===== src/qwdp_regs.vh =====
`ifndef QWDP_REGS_VH
`define QWDP_REGS_VH

// wiper register width and power-up tap (mid-scale)
`define QWDP_WIPER_W     6
`define QWDP_WIPER_INIT  6'h20

// data byte layout: pot index on top, position below
`define QWDP_BYTE_W      8
`define QWDP_POS_HI      5
`define QWDP_POS_LO      0
`define QWDP_SEL_HI      7
`define QWDP_SEL_LO      6
`define QWDP_SEL_W       2
`define QWDP_POT0        2'h0
`define QWDP_POT_LAST    2'h3

// command/control byte layout
`define QWDP_TYPE_HI     7
`define QWDP_TYPE_LO     4
`define QWDP_ADDR_HI     3
`define QWDP_ADDR_LO     1
`define QWDP_RW_BIT      0

// device-type code, value is arbitrary
`define QWDP_DEV_TYPE    4'hA

// bit counting within a byte
`define QWDP_CNT_W       3
`define QWDP_CNT_ZERO    3'h0
`define QWDP_LAST_BIT    3'h7

// write fifo
`define QWDP_FIFO_DEPTH  8
`define QWDP_FIFO_AW     3

// synchronised pin vector positions
`define QWDP_NPIN        10
`define QWDP_PIN_PSEL    0
`define QWDP_PIN_STB     1
`define QWDP_PIN_SCK     2
`define QWDP_PIN_DIN     3
`define QWDP_PIN_DIR     4
`define QWDP_PIN_SCL     5
`define QWDP_PIN_SDA     6
`define QWDP_PIN_ADR_LO  7
`define QWDP_PIN_ADR_HI  9

`endif


===== src/qwdp_fifo.v =====
`timescale 1ns/100ps
module qwdp_fifo
#(
  parameter WIDTH = 8,
  parameter DEPTH = 8,
  parameter AW    = 3
)
(
  input  wire             CORE_CLK,
  input  wire             RST,
  input  wire             IN_VALID,
  output wire             IN_READY,
  input  wire [WIDTH-1:0] IN_DATA,
  output wire             OUT_VALID,
  input  wire             OUT_READY,
  output wire [WIDTH-1:0] OUT_DATA
);

  // last slot index and full count at pointer widths
  localparam [AW-1:0] LAST     = DEPTH[AW-1:0] - 1'b1;
  localparam [AW:0]   FULL_CNT = DEPTH[AW:0];

  reg [WIDTH-1:0] mem [0:DEPTH-1]; // storage words
  reg [AW-1:0]    wr_ptr;          // next slot to fill
  reg [AW-1:0]    rd_ptr;          // oldest word
  reg [AW:0]      count;           // words held

  wire do_wr; // word accepted
  wire do_rd; // word drained

  // honest flags straight from the count
  assign IN_READY  = (count != FULL_CNT);
  assign OUT_VALID = (count != {(AW+1){1'b0}});
  assign OUT_DATA  = mem[rd_ptr];
  assign do_wr     = IN_VALID & IN_READY;
  assign do_rd     = OUT_VALID & OUT_READY;

  // storage write, no reset needed on data
  always @(posedge CORE_CLK)
  begin
    if (do_wr)
    begin
      mem[wr_ptr] <= IN_DATA;
    end
  end

  // pointers and count
  always @(posedge CORE_CLK)
  begin
    if (RST)
    begin
      wr_ptr <= {AW{1'b0}};
      rd_ptr <= {AW{1'b0}};
      count  <= {(AW+1){1'b0}};
    end
    else
    begin
      // wrap at the last slot, depth need not be a power of two
      if (do_wr)
      begin
        wr_ptr <= (wr_ptr == LAST) ? {AW{1'b0}} : wr_ptr + 1'b1;
      end
      if (do_rd)
      begin
        rd_ptr <= (rd_ptr == LAST) ? {AW{1'b0}} : rd_ptr + 1'b1;
      end
      // simultaneous fill and drain leaves the count alone
      if (do_wr & ~do_rd)
      begin
        count <= count + 1'b1;
      end
      else if (do_rd & ~do_wr)
      begin
        count <= count - 1'b1;
      end
    end
  end

endmodule


===== src/qwdp_top.v =====
// Summary of operation
// - four separate 6-bit wiper registers drive taps
// - every wiper starts at position 32
// - byte: pot index top two, position low
// - select pin low shift port, high two-wire
// - strobe rise starts, strobe fall ends transaction
// - direction captured at strobe rise only
// - write samples data on shift clock rise
// - byte loads wiper on eighth clock fall
// - one or more bytes, any pot order
// - cascade inhibited on write, passthrough when idle, held low in two-wire mode
// - read shifts pots out msb first, ascending
// - start and stop from data edge, clock high
// - data changes only while bus clock low
// - eight-bit bytes, ninth bit acknowledges
// - acknowledge holds data low through clock high
// - missing master acknowledge releases data line
// - write: control byte, data bytes, all acked
// - read: control acked, then data bytes sent
// - no limit on bytes per transfer
// - stop or repeated start ends the transfer
// - works at standard and fast bus rates
// - control byte: type, select bits, direction
// - two-wire write updates wiper on acknowledge
// - two-wire read returns pot 0 upward
`timescale 1ns/100ps
`include "qwdp_regs.vh"
module qwdp_top
#(
  parameter                  FIFO_DEPTH = `QWDP_FIFO_DEPTH,
  parameter                  FIFO_AW    = `QWDP_FIFO_AW,
  parameter [`QWDP_TYPE_HI-`QWDP_TYPE_LO:0]
                             DEV_TYPE   = `QWDP_DEV_TYPE
)
(
  input  wire                    CORE_CLK,
  input  wire                    RST,
  input  wire                    PORT_SELECT_PIN,
  input  wire                    XFER_STROBE,
  input  wire                    SHIFT_CLK,
  input  wire                    SER_DIN,
  input  wire                    DIR_READ,
  output reg                     SER_DOUT,
  input  wire                    SCL_IN,
  input  wire                    SDA_IN,
  output wire                    SDA_OUT,
  output reg                     SDA_OE,
  input  wire                    DEVICE_SELECT_BIT0,
  input  wire                    DEVICE_SELECT_BIT1,
  input  wire                    DEVICE_SELECT_BIT2,
  output wire [`QWDP_WIPER_W-1:0] WIPER0,
  output wire [`QWDP_WIPER_W-1:0] WIPER1,
  output wire [`QWDP_WIPER_W-1:0] WIPER2,
  output wire [`QWDP_WIPER_W-1:0] WIPER3
);

  // two-wire fsm states
  localparam [2:0] TW_IDLE   = 3'h0; // bus free or other port
  localparam [2:0] TW_ADDR   = 3'h1; // taking control byte
  localparam [2:0] TW_WDATA  = 3'h2; // taking a data byte
  localparam [2:0] TW_ACK    = 3'h3; // driving our acknowledge
  localparam [2:0] TW_TX     = 3'h4; // sending a wiper byte
  localparam [2:0] TW_RACK   = 3'h5; // master acknowledge slot
  localparam [2:0] TW_IGNORE = 3'h6; // not ours, wait for start

  // pin synchronisers and filtered levels
  wire [`QWDP_NPIN-1:0] pin_raw;  // raw pins, one vector
  reg  [`QWDP_NPIN-1:0] sync1;    // first stage, read by sync2 only
  reg  [`QWDP_NPIN-1:0] sync2;    // second stage
  reg  [`QWDP_NPIN-1:0] sync3;    // third stage
  reg  [`QWDP_NPIN-1:0] pin;      // accepted level
  reg  [`QWDP_NPIN-1:0] pin_d;    // accepted level, one cycle old
  wire [`QWDP_NPIN-1:0] agree;    // stages two and three match

  // decoded pin levels and edges
  wire two_wire;   // port select high
  wire stb;        // strobe level
  wire stb_rise;   // strobe went high
  wire sck_rise;   // shift clock rising
  wire sck_fall;   // shift clock falling
  wire din;        // shift data in
  wire scl;        // bus clock level
  wire sda;        // bus data level
  wire scl_rise;   // bus clock rising
  wire scl_fall;   // bus clock falling
  wire bus_start;  // start or repeated start
  wire bus_stop;   // stop condition
  wire [`QWDP_ADDR_HI-`QWDP_ADDR_LO:0] dev_sel; // select straps

  // wiper storage
  reg [`QWDP_WIPER_W-1:0] wiper [0:`QWDP_POT_LAST];

  // shift port state
  reg                     sw_read;   // captured direction
  reg [`QWDP_CNT_W:0]     sw_cnt;    // rising edges in this byte
  reg                     sw_full;   // eight bits assembled
  reg [`QWDP_BYTE_W-1:0]  sw_shift;  // incoming byte
  reg [`QWDP_BYTE_W-1:0]  rd_shift;  // outgoing byte
  reg [`QWDP_CNT_W-1:0]   rd_cnt;    // bits sent of this byte
  reg [`QWDP_SEL_W-1:0]   rd_pot;    // pot being sent
  wire                    sw_write;  // active write transaction
  wire                    sw_rdact;  // active read transaction
  wire                    sw_push;   // byte ready for wipers
  wire                    sw_load;   // read loads a wiper byte
  wire [`QWDP_SEL_W-1:0]  rd_next;   // next pot in ascending order

  // two-wire state
  reg [2:0]               tw_state;  // fsm state
  reg [`QWDP_CNT_W-1:0]   tw_cnt;    // bit position
  reg                     tw_done;   // eight bits taken
  reg [`QWDP_BYTE_W-1:0]  tw_shift;  // incoming byte
  reg [`QWDP_BYTE_W-1:0]  tx_shift;  // outgoing remainder
  reg                     tw_read;   // direction of transfer
  reg                     tw_acked;  // master acknowledged
  reg [`QWDP_SEL_W-1:0]   tw_pot;    // next pot to send
  wire                    tw_match;  // control byte is ours
  wire                    tw_push;   // data byte accepted
  wire                    tw_load;   // read loads a wiper byte
  wire [`QWDP_BYTE_W-1:0] tw_byte;   // byte for tw_pot

  // fifo between ports and wipers
  wire                    fifo_in_valid;
  wire                    fifo_in_ready;
  wire [`QWDP_BYTE_W-1:0] fifo_in_data;
  wire                    fifo_out_valid;
  wire                    fifo_out_ready;
  wire [`QWDP_BYTE_W-1:0] fifo_out_data;

  assign pin_raw = {DEVICE_SELECT_BIT2, DEVICE_SELECT_BIT1,
                    DEVICE_SELECT_BIT0, SDA_IN, SCL_IN, DIR_READ,
                    SER_DIN, SHIFT_CLK, XFER_STROBE, PORT_SELECT_PIN};
  assign agree   = ~(sync2 ^ sync3);

  // three-stage sync; a level counts once stages two and three agree
  always @(posedge CORE_CLK)
  begin
    if (RST)
    begin
      sync1 <= {`QWDP_NPIN{1'b0}};
      sync2 <= {`QWDP_NPIN{1'b0}};
      sync3 <= {`QWDP_NPIN{1'b0}};
      pin   <= {`QWDP_NPIN{1'b0}};
      pin_d <= {`QWDP_NPIN{1'b0}};
    end
    else
    begin
      // sampled at 100 MHz, far above the fast bus rate
      sync1 <= pin_raw;
      sync2 <= sync1;
      sync3 <= sync2;
      pin   <= (pin & ~agree) | (sync3 & agree);
      pin_d <= pin;
    end
  end

  // level and edge decode from the accepted levels
  assign two_wire = pin[`QWDP_PIN_PSEL];
  assign stb      = pin[`QWDP_PIN_STB];
  assign stb_rise = stb & ~pin_d[`QWDP_PIN_STB];
  assign sck_rise = pin[`QWDP_PIN_SCK] & ~pin_d[`QWDP_PIN_SCK];
  assign sck_fall = ~pin[`QWDP_PIN_SCK] & pin_d[`QWDP_PIN_SCK];
  assign din      = pin[`QWDP_PIN_DIN];
  assign scl      = pin[`QWDP_PIN_SCL];
  assign sda      = pin[`QWDP_PIN_SDA];
  assign scl_rise = scl & ~pin_d[`QWDP_PIN_SCL];
  assign scl_fall = ~scl & pin_d[`QWDP_PIN_SCL];
  assign dev_sel  = pin[`QWDP_PIN_ADR_HI:`QWDP_PIN_ADR_LO];

  // data edge while clock stays high marks a bus condition
  assign bus_start = scl & pin_d[`QWDP_PIN_SCL] &
                     ~sda & pin_d[`QWDP_PIN_SDA];
  assign bus_stop  = scl & pin_d[`QWDP_PIN_SCL] &
                     sda & ~pin_d[`QWDP_PIN_SDA];

  // shift port is live only with select low and strobe high
  assign sw_write = ~two_wire & stb & ~stb_rise & ~sw_read;
  assign sw_rdact = ~two_wire & stb & ~stb_rise & sw_read;
  // eighth falling edge hands the byte over
  assign sw_push  = sw_write & sck_fall & sw_full;
  assign rd_next  = rd_pot + 1'b1;
  // read fetches pot 0 at the strobe, then on each byte end
  assign sw_load  = (~two_wire & stb_rise & pin[`QWDP_PIN_DIR]) |
                    (sw_rdact & sck_fall & (rd_cnt == `QWDP_LAST_BIT));

  // shift port write side and direction capture
  always @(posedge CORE_CLK)
  begin
    if (RST | two_wire | ~stb)
    begin
      // strobe low disables the port
      sw_read  <= 1'b0;
      sw_cnt   <= {(`QWDP_CNT_W+1){1'b0}};
      sw_full  <= 1'b0;
      sw_shift <= {`QWDP_BYTE_W{1'b0}};
    end
    else if (stb_rise)
    begin
      // direction frozen for the whole transaction
      sw_read <= pin[`QWDP_PIN_DIR];
      sw_cnt  <= {(`QWDP_CNT_W+1){1'b0}};
      sw_full <= 1'b0;
    end
    else if (sw_write)
    begin
      if (sck_rise & ~sw_full)
      begin
        // msb first, one bit per rising edge
        sw_shift <= {sw_shift[`QWDP_BYTE_W-2:0], din};
        sw_cnt   <= sw_cnt + 1'b1;
        if (sw_cnt[`QWDP_CNT_W-1:0] == `QWDP_LAST_BIT)
        begin
          sw_full <= 1'b1;
        end
      end
      else if (sw_push)
      begin
        // next byte of a longer write starts clean
        sw_full <= 1'b0;
        sw_cnt  <= {(`QWDP_CNT_W+1){1'b0}};
      end
    end
  end

  // shift port read side
  always @(posedge CORE_CLK)
  begin
    if (RST | two_wire)
    begin
      rd_shift <= {`QWDP_BYTE_W{1'b0}};
      rd_cnt   <= `QWDP_CNT_ZERO;
      rd_pot   <= `QWDP_POT0;
    end
    else if (stb_rise)
    begin
      // read always begins with pot 0
      rd_shift <= {`QWDP_POT0, wiper[`QWDP_POT0]};
      rd_cnt   <= `QWDP_CNT_ZERO;
      rd_pot   <= `QWDP_POT0;
    end
    else if (sw_rdact & sck_fall)
    begin
      rd_cnt <= rd_cnt + 1'b1;
      if (rd_cnt == `QWDP_LAST_BIT)
      begin
        // ascend to the next pot
        rd_shift <= {rd_next, wiper[rd_next]};
        rd_pot   <= rd_next;
      end
      else
      begin
        rd_shift <= {rd_shift[`QWDP_BYTE_W-2:0], 1'b0};
      end
    end
  end

  // cascade output select
  always @(posedge CORE_CLK)
  begin
    if (RST | two_wire)
    begin
      SER_DOUT <= 1'b0;
    end
    else if (~stb)
    begin
      // idle port passes data straight through
      SER_DOUT <= din;
    end
    else if (~sw_read)
    begin
      // write in progress keeps the cascade quiet
      SER_DOUT <= 1'b0;
    end
    else if (sw_rdact & sck_fall)
    begin
      // new bit appears at each falling edge
      SER_DOUT <= rd_shift[`QWDP_BYTE_W-1];
    end
  end

  // control byte decode on type code and straps, not direction
  assign tw_match = (tw_shift[`QWDP_TYPE_HI:`QWDP_TYPE_LO] == DEV_TYPE) &
                    (tw_shift[`QWDP_ADDR_HI:`QWDP_ADDR_LO] == dev_sel);
  assign tw_byte  = {tw_pot, wiper[tw_pot]};
  // data byte is taken at the acknowledge decision
  assign tw_push  = two_wire & (tw_state == TW_WDATA) & scl_fall &
                    tw_done & fifo_in_ready;
  assign tw_load  = two_wire & scl_fall &
                    (((tw_state == TW_ACK) & tw_read) |
                     ((tw_state == TW_RACK) & tw_acked));
  // open drain: only ever pulls low
  assign SDA_OUT  = 1'b0;

  // two-wire slave fsm, all sda moves follow a clock fall
  always @(posedge CORE_CLK)
  begin
    if (RST | ~two_wire)
    begin
      tw_state <= TW_IDLE;
      tw_cnt   <= `QWDP_CNT_ZERO;
      tw_done  <= 1'b0;
      tw_shift <= {`QWDP_BYTE_W{1'b0}};
      tx_shift <= {`QWDP_BYTE_W{1'b0}};
      tw_read  <= 1'b0;
      tw_acked <= 1'b0;
      tw_pot   <= `QWDP_POT0;
      SDA_OE   <= 1'b0;
    end
    else if (bus_start)
    begin
      // repeated start ends the old transfer, decode anew
      tw_state <= TW_ADDR;
      tw_cnt   <= `QWDP_CNT_ZERO;
      tw_done  <= 1'b0;
      SDA_OE   <= 1'b0;
    end
    else if (bus_stop)
    begin
      tw_state <= TW_IDLE;
      SDA_OE   <= 1'b0;
    end
    else
    begin
      case (tw_state)
        TW_ADDR, TW_WDATA:
        begin
          if (scl_rise & ~tw_done)
          begin
            // eight bits per byte, msb first
            tw_shift <= {tw_shift[`QWDP_BYTE_W-2:0], sda};
            tw_cnt   <= tw_cnt + 1'b1;
            if (tw_cnt == `QWDP_LAST_BIT)
            begin
              tw_done <= 1'b1;
            end
          end
          else if (scl_fall & tw_done)
          begin
            tw_done <= 1'b0;
            if (tw_state == TW_ADDR)
            begin
              if (tw_match)
              begin
                // acknowledge own control byte
                SDA_OE   <= 1'b1;
                tw_read  <= tw_shift[`QWDP_RW_BIT];
                tw_pot   <= `QWDP_POT0;
                tw_state <= TW_ACK;
              end
              else
              begin
                // stay off the bus until next start
                tw_state <= TW_IGNORE;
              end
            end
            else if (fifo_in_ready)
            begin
              // acknowledge each data byte, no count limit
              SDA_OE   <= 1'b1;
              tw_state <= TW_ACK;
            end
            else
            begin
              // no room: withhold acknowledge, drop out
              tw_state <= TW_IGNORE;
            end
          end
        end
        TW_ACK:
        begin
          // low held from fall to fall spans clock high
          if (scl_fall)
          begin
            tw_cnt <= `QWDP_CNT_ZERO;
            if (tw_read)
            begin
              // first byte is pot 0, ascending after
              SDA_OE   <= ~tw_byte[`QWDP_BYTE_W-1];
              tx_shift <= {tw_byte[`QWDP_BYTE_W-2:0], 1'b0};
              tw_pot   <= tw_pot + 1'b1;
              tw_state <= TW_TX;
            end
            else
            begin
              SDA_OE   <= 1'b0;
              tw_state <= TW_WDATA;
            end
          end
        end
        TW_TX:
        begin
          if (scl_fall)
          begin
            if (tw_cnt == `QWDP_LAST_BIT)
            begin
              // free the line for the master's ninth bit
              SDA_OE   <= 1'b0;
              tw_state <= TW_RACK;
            end
            else
            begin
              SDA_OE   <= ~tx_shift[`QWDP_BYTE_W-1];
              tx_shift <= {tx_shift[`QWDP_BYTE_W-2:0], 1'b0};
              tw_cnt   <= tw_cnt + 1'b1;
            end
          end
        end
        TW_RACK:
        begin
          if (scl_rise)
          begin
            tw_acked <= ~sda;
          end
          else if (scl_fall)
          begin
            tw_cnt <= `QWDP_CNT_ZERO;
            if (tw_acked)
            begin
              // master wants more, send next pot
              SDA_OE   <= ~tw_byte[`QWDP_BYTE_W-1];
              tx_shift <= {tw_byte[`QWDP_BYTE_W-2:0], 1'b0};
              tw_pot   <= tw_pot + 1'b1;
              tw_state <= TW_TX;
            end
            else
            begin
              // no acknowledge: leave line high for stop
              SDA_OE   <= 1'b0;
              tw_state <= TW_IGNORE;
            end
          end
        end
        default:
        begin
          // idle or ignoring: line released
          SDA_OE <= 1'b0;
        end
      endcase
    end
  end

  // both ports feed one fifo, only one is live at a time
  assign fifo_in_valid  = sw_push | tw_push;
  assign fifo_in_data   = two_wire ? tw_shift : sw_shift;
  // drain pauses while a read fetches a wiper byte
  assign fifo_out_ready = ~(sw_load | tw_load);

  qwdp_fifo
  #(
    .WIDTH (`QWDP_BYTE_W),
    .DEPTH (FIFO_DEPTH),
    .AW    (FIFO_AW)
  )
  u_fifo
  (
    .CORE_CLK  (CORE_CLK),
    .RST       (RST),
    .IN_VALID  (fifo_in_valid),
    .IN_READY  (fifo_in_ready),
    .IN_DATA   (fifo_in_data),
    .OUT_VALID (fifo_out_valid),
    .OUT_READY (fifo_out_ready),
    .OUT_DATA  (fifo_out_data)
  );

  // wiper registers: mid-scale at reset, select bits pick one
  always @(posedge CORE_CLK)
  begin
    if (RST)
    begin
      wiper[0] <= `QWDP_WIPER_INIT;
      wiper[1] <= `QWDP_WIPER_INIT;
      wiper[2] <= `QWDP_WIPER_INIT;
      wiper[3] <= `QWDP_WIPER_INIT;
    end
    else if (fifo_out_valid & fifo_out_ready)
    begin
      // only the addressed wiper changes, any order
      wiper[fifo_out_data[`QWDP_SEL_HI:`QWDP_SEL_LO]] <=
        fifo_out_data[`QWDP_POS_HI:`QWDP_POS_LO];
    end
  end

  // each wiper drives its own ladder tap
  assign WIPER0 = wiper[0];
  assign WIPER1 = wiper[1];
  assign WIPER2 = wiper[2];
  assign WIPER3 = wiper[3];

endmodule


===== config.mk =====
export PLATFORM = sky130hd
export DESIGN_NAME = qwdp_top
export DESIGN_NICKNAME = d
export VERILOG_FILES = /design/src/qwdp_fifo.v /design/src/qwdp_top.v
export VERILOG_INCLUDE_DIRS = /design/src
export SDC_FILE = /design/constraint.sdc
export NUM_CORES = 1
export LEC_CHECK = 0
export BUFFER_PORTS_ARGS = -buffer_cell sky130_fd_sc_hd__buf_4
export CAP_MARGIN = 20
export CORE_UTILIZATION = 51
export CTS_BUF_LIST = sky130_fd_sc_hd__clkbuf_2
export CTS_CLUSTER_SIZE = 40
export DETAILED_ROUTE_END_ITERATION = 8
export HOLD_SLACK_MARGIN = 0.12
export PLACE_DENSITY = 0.73
export SYNTH_ARGS = -nofsm -noshare
export SYNTH_HDL_FRONTEND = slang
export SYNTH_HIERARCHICAL = 1
export SYNTH_SLANG_ARGS = --single-unit
export TNS_END_PERCENT = 10

===== constraint.sdc =====
create_clock -name CORE_CLK -period 2.8 [get_ports CORE_CLK]
set_clock_uncertainty 0.1 [all_clocks]
set_input_delay 0.42 -clock CORE_CLK [delete_from_list [all_inputs] [get_ports CORE_CLK]]
set_output_delay 0.42 -clock CORE_CLK [all_outputs]
set_load 0.03 [all_outputs]

# Word-level counts from Yosys, hierarchy flattened
# Memories as Yosys holds them, arrays and structs flattened. A register that Yosys moved wholly into a read port is not among the register bits.
# Index checks and enable logic that the tools add are counted.
# classes
addsub	9
n_eq_ne	38
muxes	85
bitwise	70
reduce_logical	29
# op_table
op	count
$mux W8	9
$mux W3	20
$and A1 B1 Y1	36
$ne A4 B4 Y1 const B	8
$mux W1	31
$mux W2	13
$ne A2 B2 Y1 const B	13
$pmux W3 S4	2
$pmux W8 S3	1
$reduce_and A8 Y1	3
$eq A3 B3 Y1 const B	7
$not A1 Y1	21
$and A10 B10 Y10	2
$not A10 Y10	2
$mux W6	3
$mux W4	4
$add A3 B1 Y3 const B	4
$reduce_and A12 Y1	1
$reduce_and A4 Y1	3
$or A10 B10 Y10	1
$reduce_and A10 Y1	1
$xor A10 B10 Y10	1
$add A4 B1 Y4 const B	2
$reduce_bool A2 Y1	4
22 further kinds	39
# totals
register_bits	113
ramBits	88
n_memories	2
# memory_table
memory	depth	word_bits	rd	rd_clocked_by_memory_dff	wr	line	rtl
u_fifo.mem	8	8	1	1	1	qwdp_fifo.v:23	reg [WIDTH-1:0] mem [0:DEPTH-1];
wiper	4	6	6	1	4	qwdp_top.v:91	reg [`QWDP_WIPER_W-1:0] wiper [0:`QWDP_POT_LAST];

# Logic depth before layout (Yosys ltp)
# Gate-level depths: netlist of run 1.
# depth
depth_word	16
ltp_mapped	14

# Modules after synthesis
# Netlist of run 1, hierarchy kept.
# modules_own_cells
mod	instances	cells_per_inst	area_per_inst_um2	seq_area_each_um2
qwdp_top	1	539	5526.6	2722.6
qwdp_fifo	1	168	3130.5	2182.1

# Worst setup path before layout of run 1
# No wires, ideal clock.
# synth_path
kind	reg2reg
startpoint	reg rd_cnt[0]
endpoint	reg u_fifo.count[3]
setup_ps	121
arrival_ps	2773
t_required_ps	2579
slack_ps	-194
path_stages_with_launch	14
cell_sequence	dfxtp_1 > ha_1 > ha_1 > and2_1 > a311o_2 > inv_2 > nand2_1 > ha_1 > inv_1 > ha_1 > a21oi_1 > a211oi_1 > a31oi_1 > mux2_2
# synth_via
elab_chain_cells	9
word_cells_on_any_way	11
# synth_lines
element	line	rtl
start: declaration	qwdp_top.v:99	reg [`QWDP_CNT_W-1:0] rd_cnt;
start signal: assignment	qwdp_top.v:230	rd_cnt <= `QWDP_CNT_ZERO;
start signal: assignment	qwdp_top.v:237	rd_cnt <= `QWDP_CNT_ZERO;
start signal: assignment	qwdp_top.v:242	rd_cnt <= rd_cnt + 1'b1;
$eq A3 B3 Y1 (no source line) *	n/a	
$and A1 B1 Y1 *	qwdp_top.v:183	(sw_rdact & sck_fall & (rd_cnt == `QWDP_LAST_BIT));
$or A1 B1 Y1 *	qwdp_top.v:182	assign sw_load = (~two_wire & stb_rise & pin[`QWDP_PIN_DIR]) |
$or A1 B1 Y1 *	qwdp_top.v:445	assign fifo_out_ready = ~(sw_load | tw_load);
$not A1 Y1 *	qwdp_top.v:445	
via fifo_out_ready	qwdp_top.v:126	wire fifo_out_ready;
$and A1 B1 Y1 *	qwdp_fifo.v:36	assign do_rd = OUT_VALID & OUT_READY;
$not A1 Y1	qwdp_fifo.v:68	if (do_wr & ~do_rd)
$and A1 B1 Y1	qwdp_fifo.v:68	
$mux W4 or $reduce_bool A2 Y1 (tied branches)	n/a	
end signal: assignment	qwdp_fifo.v:54	count <= {(AW+1){1'b0}};
end signal: assignment	qwdp_fifo.v:70	count <= count + 1'b1;
end signal: assignment	qwdp_fifo.v:74	count <= count - 1'b1;
end: declaration	qwdp_fifo.v:26	reg [AW:0] count;
# Mark *: on every way through the listed nets, which the timed path passes. The rest lies on a longest branch.
# A chain may end at the register's enable or synchronous reset.

# Final worst setup path of run 1
# Same ends and word-level chain as after synthesis.

==> metrics.md, run 1 <==
| Metric | Value |
|---|---|
| Status | finished, violations left |
| Failing checks | setup timing |
| Post-Syn Area | 0.00866 mm2 |
| Clk sinks | 201 |
| # fillers | 1343 |
| Worst EP arrival | 3.34 ns |
| Hold Crit Start | SCL_IN |
| Dpl hpwl | 12.4 mm |
| Clk_lat worst skew | 0.78 ns |
| Critical Path Start Type | flip-flop |
| Die area | 0.0175 mm2 |
| Class of the worst hold path | primary input to flip-flop |
| Worst r2r src | rd_cnt[0] |
| Crit-path max cell delay | 0.39 ns |
| Final Cell Area | 0.00998 mm2 |
| Commonest non-fill, non-tap cells in the layout | 107 x dfxtp_1, 88 x edfxtp_1, 83 x buf_4 |
| Register area | slightly below 0.005 mm2 |
| Ratio of cells with drive above 1 in the final layout | 27.1% |
| Total leakage power | between 3 and 4 nW |
| CP Cell Sequence | ha_4 -> ha_4 -> and2_4 -> a311o_2 -> inv_4 -> nand2_4 -> ha_4 -> inv_4 -> ha_4 -> a21oi_4 -> a211oi_2 -> a31oi_2 -> mux2_4 |
| Distinct cells, synth | 70 |
| Num rows | 47 |
| Per-cell routed wire length | about 17 um |
| Final core occ | 60.2% |
| Core ar. | 0.0166 mm2 |
| Sequential share of the synthesized area | 56.7% |
| Placed standard-cell area | 0.00930 mm2 |
| Routed Antenna Nets | 0 |
| Commonest non-fill, non-tap cell in the layout | dfxtp_1 |
| Port buffer count | 37 |
| Pre-CTS WS | -0.131 ns |
| Max Cap Violations | 0 |
| Reg clk slew, reported paths | approximately 0.10 ns |
| WHS Path Cells | 3 |
| CTS H-tree lvls | 2 |
| Mapped Cells | 707 |
| Final min period | 2.80 ns |
| Drc violations | 0 |
| # setup viols final | 1 |
| Final nets | 837 |
| Nature of the critical path endpoint | flip-flop |
| Mapped Avg Cell Area | 12.2 um2 |
| Placer Congestion | approximately 0.88 |
| Most common cell on crit path | ha_4 |
| Ys async rst share | 0% |
| Number of synthesized register bits | 201 |
| Reg2Reg Setup Slack | -0.0006 ns |
| Post-Route WL | between 15 and 20 mm |
| Required @ worst endpoint | between 3 and 4 ns |
| Slowest CP cell | a311o_2 |
| Die Ht | 132 um |
| Critical-path maximum fanout | 3 |
| Die width | 132 um |
| EDFF count, synth | 88 |
| Worst Hold Path EP | sync1[5] |
| Drt via density | 5.53 |
| CTS tree | done |
| Root Driver | clkbuf_2 |
| Max IR drop VDD | between 0.0002 and 0.00025 V |
| Max_slew headroom | 64.0% |
| Slew @ Worst Pin | 0.539 ns |
| Total GRT Usage | 20.8% |
| Drt pass-1 iters | 5 |
| Final Max Slew Viols | 0 |
| Reg2Reg Capture Point | u_fifo/count[3] |
| Kind of critical path | flip-flop to flip-flop |
| Num ports | 39 |
| Post-route clock period utilization | 100% |
| PwrDens | 601 mW/mm2 |
| Worst Hold Slack | 0.315 ns |
| Vias in the first global route | 6044 |
| R2R depth | 13 |
| Final hold vios | 0 |
| Largest net degree at the start of global routing | 38 |
| Longest Clk Path Bufs | 3 |
| Syn Nets | 733 |
| Multi-input gate area | 0.00356 mm2 |
| Placed insts | 960 |
| Yosys warns | 6 |
| Inserted Clock Buffers | 50 |
| RSZ-0062 raised after global routing | yes |
| Layout Cells excl Fill | approximately 1100 |
| Initial antenna violation count | 1 |
| Total grt overflow | 0 |
| Number of DRC markers in iteration 0 | 314 |
| Final WS setup | -0.000588 ns |
| Synth-to-layout area growth | 15.2% |
| FMAX | 357 MHz |
| Effective utilization at floorplan | 52.2% |
| Top_reg_cell synth | dfxtp_1 |
| Vias | 5920 |
| First-pass GRT wire length | about 29 mm |
[cell families (layout without fill, tap and decap cells)]
group	Yosys count	count (layout)	share of synthesized area (%)
AOI/OAI and AO/OA	120	120	8.61
xor gates and xnor gates	11	11	1.11
adders and majority gates	14	14	2.11
buffers and inverters	54	196	3.34
DFF	201	201	56.7
muxes	74	74	13.5
other	1	2	0.0433
and+or+nand+nor	232	232	14.6
[metrics by stage]
| step | power [mW] | TNS, ns |
|---|---|---|
| final | 5.99 | -0.000588 |
| after global routing | 6.28 | -0.130 |
| after CTS | 6.02 | 0 |
| after detailed placement | 4.17 | -0.131 |
| after global placement | 4.11 | 0 |
| after floorplan | 3.94 | 0 |
[routing by layer]
layer	GRT usage (%)	part of all wire (%)	up-vias	wire [um]
met1	24.2	39	2850	6970
li1	-	-	2851	-
met2	36.8	52	173	9160
met4	10.5	3.1	0	549
met5	0	0	-	0
met3	3.84	5.6	46	983
[power by group]
group          internal, mW  switching [mW]
Combinational         0.420           0.469
Sequential             3.17           0.141
Clock                 0.682            1.11
[cell usage after synthesis, types with 3 or more instances]
master    instances  area [um2]
dfxtp_1         113        2260
edfxtp_1         88        2640
nand2_1          57         214
nor2_1           51         191
a21oi_1          48         240
nor2b_1          43         269
mux2i_1          29         290
o21ai_0          23         115
clkbuf_1         19        71.3
nor3_1           19        95.1
mux2_2           17         191
mux4_1           15         394
ha_1             13         163
mux4_2           13         293
nand2b_1         12        75.1
nand3_1          12        60.1
buf_2            11        55.1
inv_1            10        37.5
a22oi_1           9        67.6
o22ai_1           8        50.1
a211oi_1          6        45.0
xor2_1            6        52.6
buf_4             5        37.5
buf_6             5        56.3
xnor2_1           5        43.8
a31o_2            4        35.0
nor3b_1           4        30.0
nor4_2            4        50.1
nand3b_1          3        22.5
o31ai_1           3        22.5
[worst max-delay path: cells and delay by family, from the launching register on]
family	cells	cell delay (ns)
AND/OR/NAND/NOR	2	0.18
adder cells (fa/ha/maj)	4	0.69
buffers and inverters	2	0.13
AO/OA/AOI/OAI	4	0.87
flip-flops	1	0.35
multiplexers	1	0.32
[area by class of cell]
class	instances	area share, %
Antenna cell	1	0.0251
Sequential cell	201	49.2
Timing Repair Buffer	95	7.45
Multi-Input combinational cell	452	35.7
Clock inverter	20	0.840
Inverter	11	0.464
Tap cell	220	2.76
Clock buffer	70	3.51
[registers in the layout, indices dropped and copies added (netlist names), 8 cells and up, named ones only]
signal,count
u_fifo/mem,64
wiper,24
sync1,10
sync2,10
sync3,10
rd_shift,8
sw_shift,8
tw_shift,8
[timing repair]
| action | in CTS | in global routing |
|---|---|---|
| hold endpoints to repair | 31 | 0 |
| setup endpoints to repair | 1 | 1 |
| pin swaps | 5 | 5 |
| hold buffers | 12 | 0 |
| gates resized for setup | 7 | 10 |
| buffers inserted | 5 | 2 |
[worst max path at each step]
| stage | start | to | slack, ns | cells past startpoint |
|---|---|---|---|---|
| global route | rd_cnt[1] | u_fifo/count[3] | -0.08 | 13 |
| CTS | rd_cnt[0] | u_fifo/count[3] | 0.003 | 13 |
| global placement | rd_cnt[0] | u_fifo/count[3] | 0.04 | 13 |
| detailed placement | rd_cnt[0] | u_fifo/count[3] | -0.13 | 13 |
| floorplan | rd_cnt[0] | u_fifo/count[3] | 0.02 | 13 |
| finish | rd_cnt[0] | u_fifo/count[3] | -0.0006 | 13 |
(Power assumes the default switching activity.)
==> run 2: changes to the inputs <==
--- a/config.mk
+++ b/config.mk
@@ -7,7 +7,8 @@
 export NUM_CORES = 1
 export LEC_CHECK = 0
 export BUFFER_PORTS_ARGS = -buffer_cell sky130_fd_sc_hd__buf_4
-export CAP_MARGIN = 20
+export CAP_MARGIN = 5
+export CORE_ASPECT_RATIO = 0.6
 export CORE_UTILIZATION = 51
 export CTS_BUF_LIST = sky130_fd_sc_hd__clkbuf_2
 export CTS_CLUSTER_SIZE = 40
==> metrics.md, run 2 (synthesized netlist as in run 1, its figures left out) <==
| Metric | Value |
|---|---|
| Post-route clock period utilization | 98.4% (was 100%) |
| Commonest non-fill, non-tap cells in the layout | 109 x dfxtp_1, 88 x edfxtp_1, 81 x buf_4 (was 107 x dfxtp_1, 88 x edfxtp_1, 83 x buf_4) |
| Port buffer count | 37 (unchanged) |
| Dpl hpwl | 14.1 mm (was 12.4 mm) |
| Inserted Clock Buffers | 44 (was 50) |
| WHS Path Cells | 1 (was 3) |
| Comb pwr share | 14.8% (about the same) |
| CTS tree | done (unchanged) |
| Ratio of cells with drive above 1 in the final layout | 27.0% (was 27.1%) |
| First-pass GRT wire length | 30.3 mm (was 28.9 mm) |
| Top flop regs | u_fifo/mem: 64 flops, wiper: 24 flops (unchanged) |
| Vias | 5987 (was 5920) |
| Critical path buffers and inverters | 2 (unchanged) |
| Die area | 0.0175 mm2 (about the same) |
| Final nets | 828 (was 837) |
| Status | finished clean (was finished, violations left) |
| Initial antenna violation count | 0 (was 1) |
| Slew @ Worst Pin | 0.761 ns (was 0.539 ns) |
| Total leakage power | 3.28 nW (was 3.30 nW) |
| Core ar. | 0.0164 mm2 (was 0.0166 mm2) |
| Worst r2r src | rd_cnt[0] (unchanged) |
| Max IR drop VDD | 0.000335 V (was 0.000234 V) |
| Kind of critical path | flip-flop to flip-flop (unchanged) |
| # setup viols final | 0 (was 1) |
| Crit-path max cell delay | 0.38 ns (was 0.39 ns) |
| Reg2Reg Setup Slack | 0.05 ns (was -0.0006 ns) |
| Effective utilization at floorplan | 52.8% (was 52.2%) |
| FMAX | 363 MHz (was 357 MHz) |
| Total GRT Usage | 22.9% (was 20.8%) |
| Routed Antenna Nets | 0 (unchanged) |
| Synth-to-layout area growth | 14.2% (was 15.2%) |
| Total grt overflow | 0 (unchanged) |
| Num ports | 39 (unchanged) |
| Number of DRC markers in iteration 0 | 569 (was 314) |
| Max_slew headroom | 49.3% (was 64.0%) |
| Worst EP arrival | 3.25 ns (was 3.34 ns) |
| Critical path depth | 13 (unchanged) |
| Placed standard-cell area | 0.00931 mm2 (was 0.00930 mm2) |
| Max reg flops | 64 (unchanged) |
| Final Max Slew Viols | 0 (unchanged) |
| Required @ worst endpoint | 3.30 ns (was 3.34 ns) |
| Clk sinks | 201 (unchanged) |
| Commonest non-fill, non-tap cell in the layout | dfxtp_1 (unchanged) |
| Antenna cells | 0 (was 1) |
| Nature of the critical path endpoint | flip-flop (unchanged) |
| R2R depth | 13 (unchanged) |
| Final hold vios | 0 (unchanged) |
| Placer Congestion | 0.893 (was 0.877) |
| Reg clk slew, reported paths | 0.11 ns (was 0.10 ns) |
| Root Driver | clkbuf_2 (unchanged) |
| Crit path from | rd_cnt[0] (unchanged) |
| Net Sw Power | 1.71 mW (was 1.72 mW) |
| Drc violations | 0 (unchanged) |
| Clk_lat worst skew | 0.72 ns (was 0.78 ns) |
| Switching Share | 28.6% (was 28.7%) |
| Clk pwr share | 29.8% (was 29.9%) |
| Slowest CP cell | a311o_2 (unchanged) |
| Die width | 170 um (was 132 um) |
| CP Cell Sequence | ha_1 -> ha_2 -> and2_4 -> a311o_2 -> inv_4 -> nand2_4 -> ha_4 -> inv_6 -> ha_4 -> a21oi_4 -> a211oi_2 -> a31oi_1 -> mux2_2 (was ha_4 -> ha_4 -> and2_4 -> a311o_2 -> inv_4 -> nand2_4 -> ha_4 -> inv_4 -> ha_4 -> a21oi_4 -> a211oi_2 -> a31oi_2 -> mux2_4) |
| Final min period | 2.75 ns (was 2.80 ns) |
| Die Ht | 103 um (was 132 um) |
| Class of the worst hold path | flip-flop to flip-flop (was primary input to flip-flop) |
| Power, Total | 5.99 mW (about the same) |
| Most common cell on crit path | ha_4 (unchanged) |
| CTS H-tree lvls | 2 (unchanged) |
| P_int | 4.28 mW (about the same) |
| Vias in the first global route | 5823 (was 6044) |
| Hold Crit Start | sync1[7] (was SCL_IN) |
| Post-Route WL | 19.8 mm (was 17.7 mm) |
| TNS Setup | 0 ns (was -0.000588 ns) |
| Num rows | 36 (was 47) |
| PwrDens | 606 mW/mm2 (was 601 mW/mm2) |
| Per-cell routed wire length | 18.6 um (was 16.5 um) |
| Drt via density | 5.62 (was 5.53) |
| CP delay by family, top | compound AO/OA/AOI/OAI gates (unchanged) |
| Max Cap Violations | 0 (unchanged) |
| Critical-path maximum fanout | 4 (was 3) |
| Flop pwr share | 55.4% (was 55.3%) |
| Reg with most FFs | u_fifo/mem (unchanged) |
| Longest Clk Path Bufs | 3 (unchanged) |
| Final Cell Area | 0.00989 mm2 (was 0.00998 mm2) |
| Largest net degree at the start of global routing | 54 (was 38) |
| Critical Path Start Type | flip-flop (unchanged) |
| Drt pass-1 iters | 5 (unchanged) |
==> run 2: per-layer routing <==
layer | share of wire [%] | track usage [%] | vias up
met5 | 0 | 0 | -
li1 | - | - | 2832
met2 | 43 | 34.5 | 257
met3 | 8.7 | 6.72 | 20
met1 | 47 | 32.4 | 2878
met4 | 1.0 | 6.51 | 0
==> run 2: metrics by stage <==
stage          utilization [%]  hold slack, ns  setup WS (ns)  cells
3_5_place_dp              56.8           0.320       -0.00867    968
6_report                  60.3           0.339         0.0456   1066
3_3_place_gp              56.8           0.318         0.0628    968
4_1_cts                   59.9           0.302         0.0181   1061
5_1_grt                   60.3           0.320        -0.0237   1066
2_1_floorplan                -           0.314         0.0166    707
==> run 2: what timing repair did <==
item	in CTS	in global routing
pin swaps	1	3
endpoints found under the setup margin	1	1
gates resized for setup	0	10
buffers inserted	0	5
endpoints found under the hold margin	18	0
hold buffers	11	0
==> run 2: cell type report <==
class | count | area [um2]
Tap cell | 228 | 285
Inverter | 11 | 48.8
Fill cell | 1325 | 6510
Multi-Input combinational cell | 452 | 3520
Sequential cell | 201 | 4910
Timing Repair Buffer | 92 | 718
Clock inverter | 7 | 27.5
Clock buffer | 75 | 375
==> run 2: final timing paths <==
check,endpoint
min reg2reg,sync2[7]
max,u_fifo/count[3]
max reg2reg,u_fifo/count[3]
min,sync2[7]
==> run 2: power groups by stage <==
stage	Sequential [mW]	Combinational, mW	Clock, mW
after detailed placement	3.38	0.816	0
after CTS	3.31	0.831	1.83
after global placement	3.36	0.794	0
after global routing	3.33	0.945	1.98
after floorplan	3.40	0.535	0
final	3.32	0.888	1.79
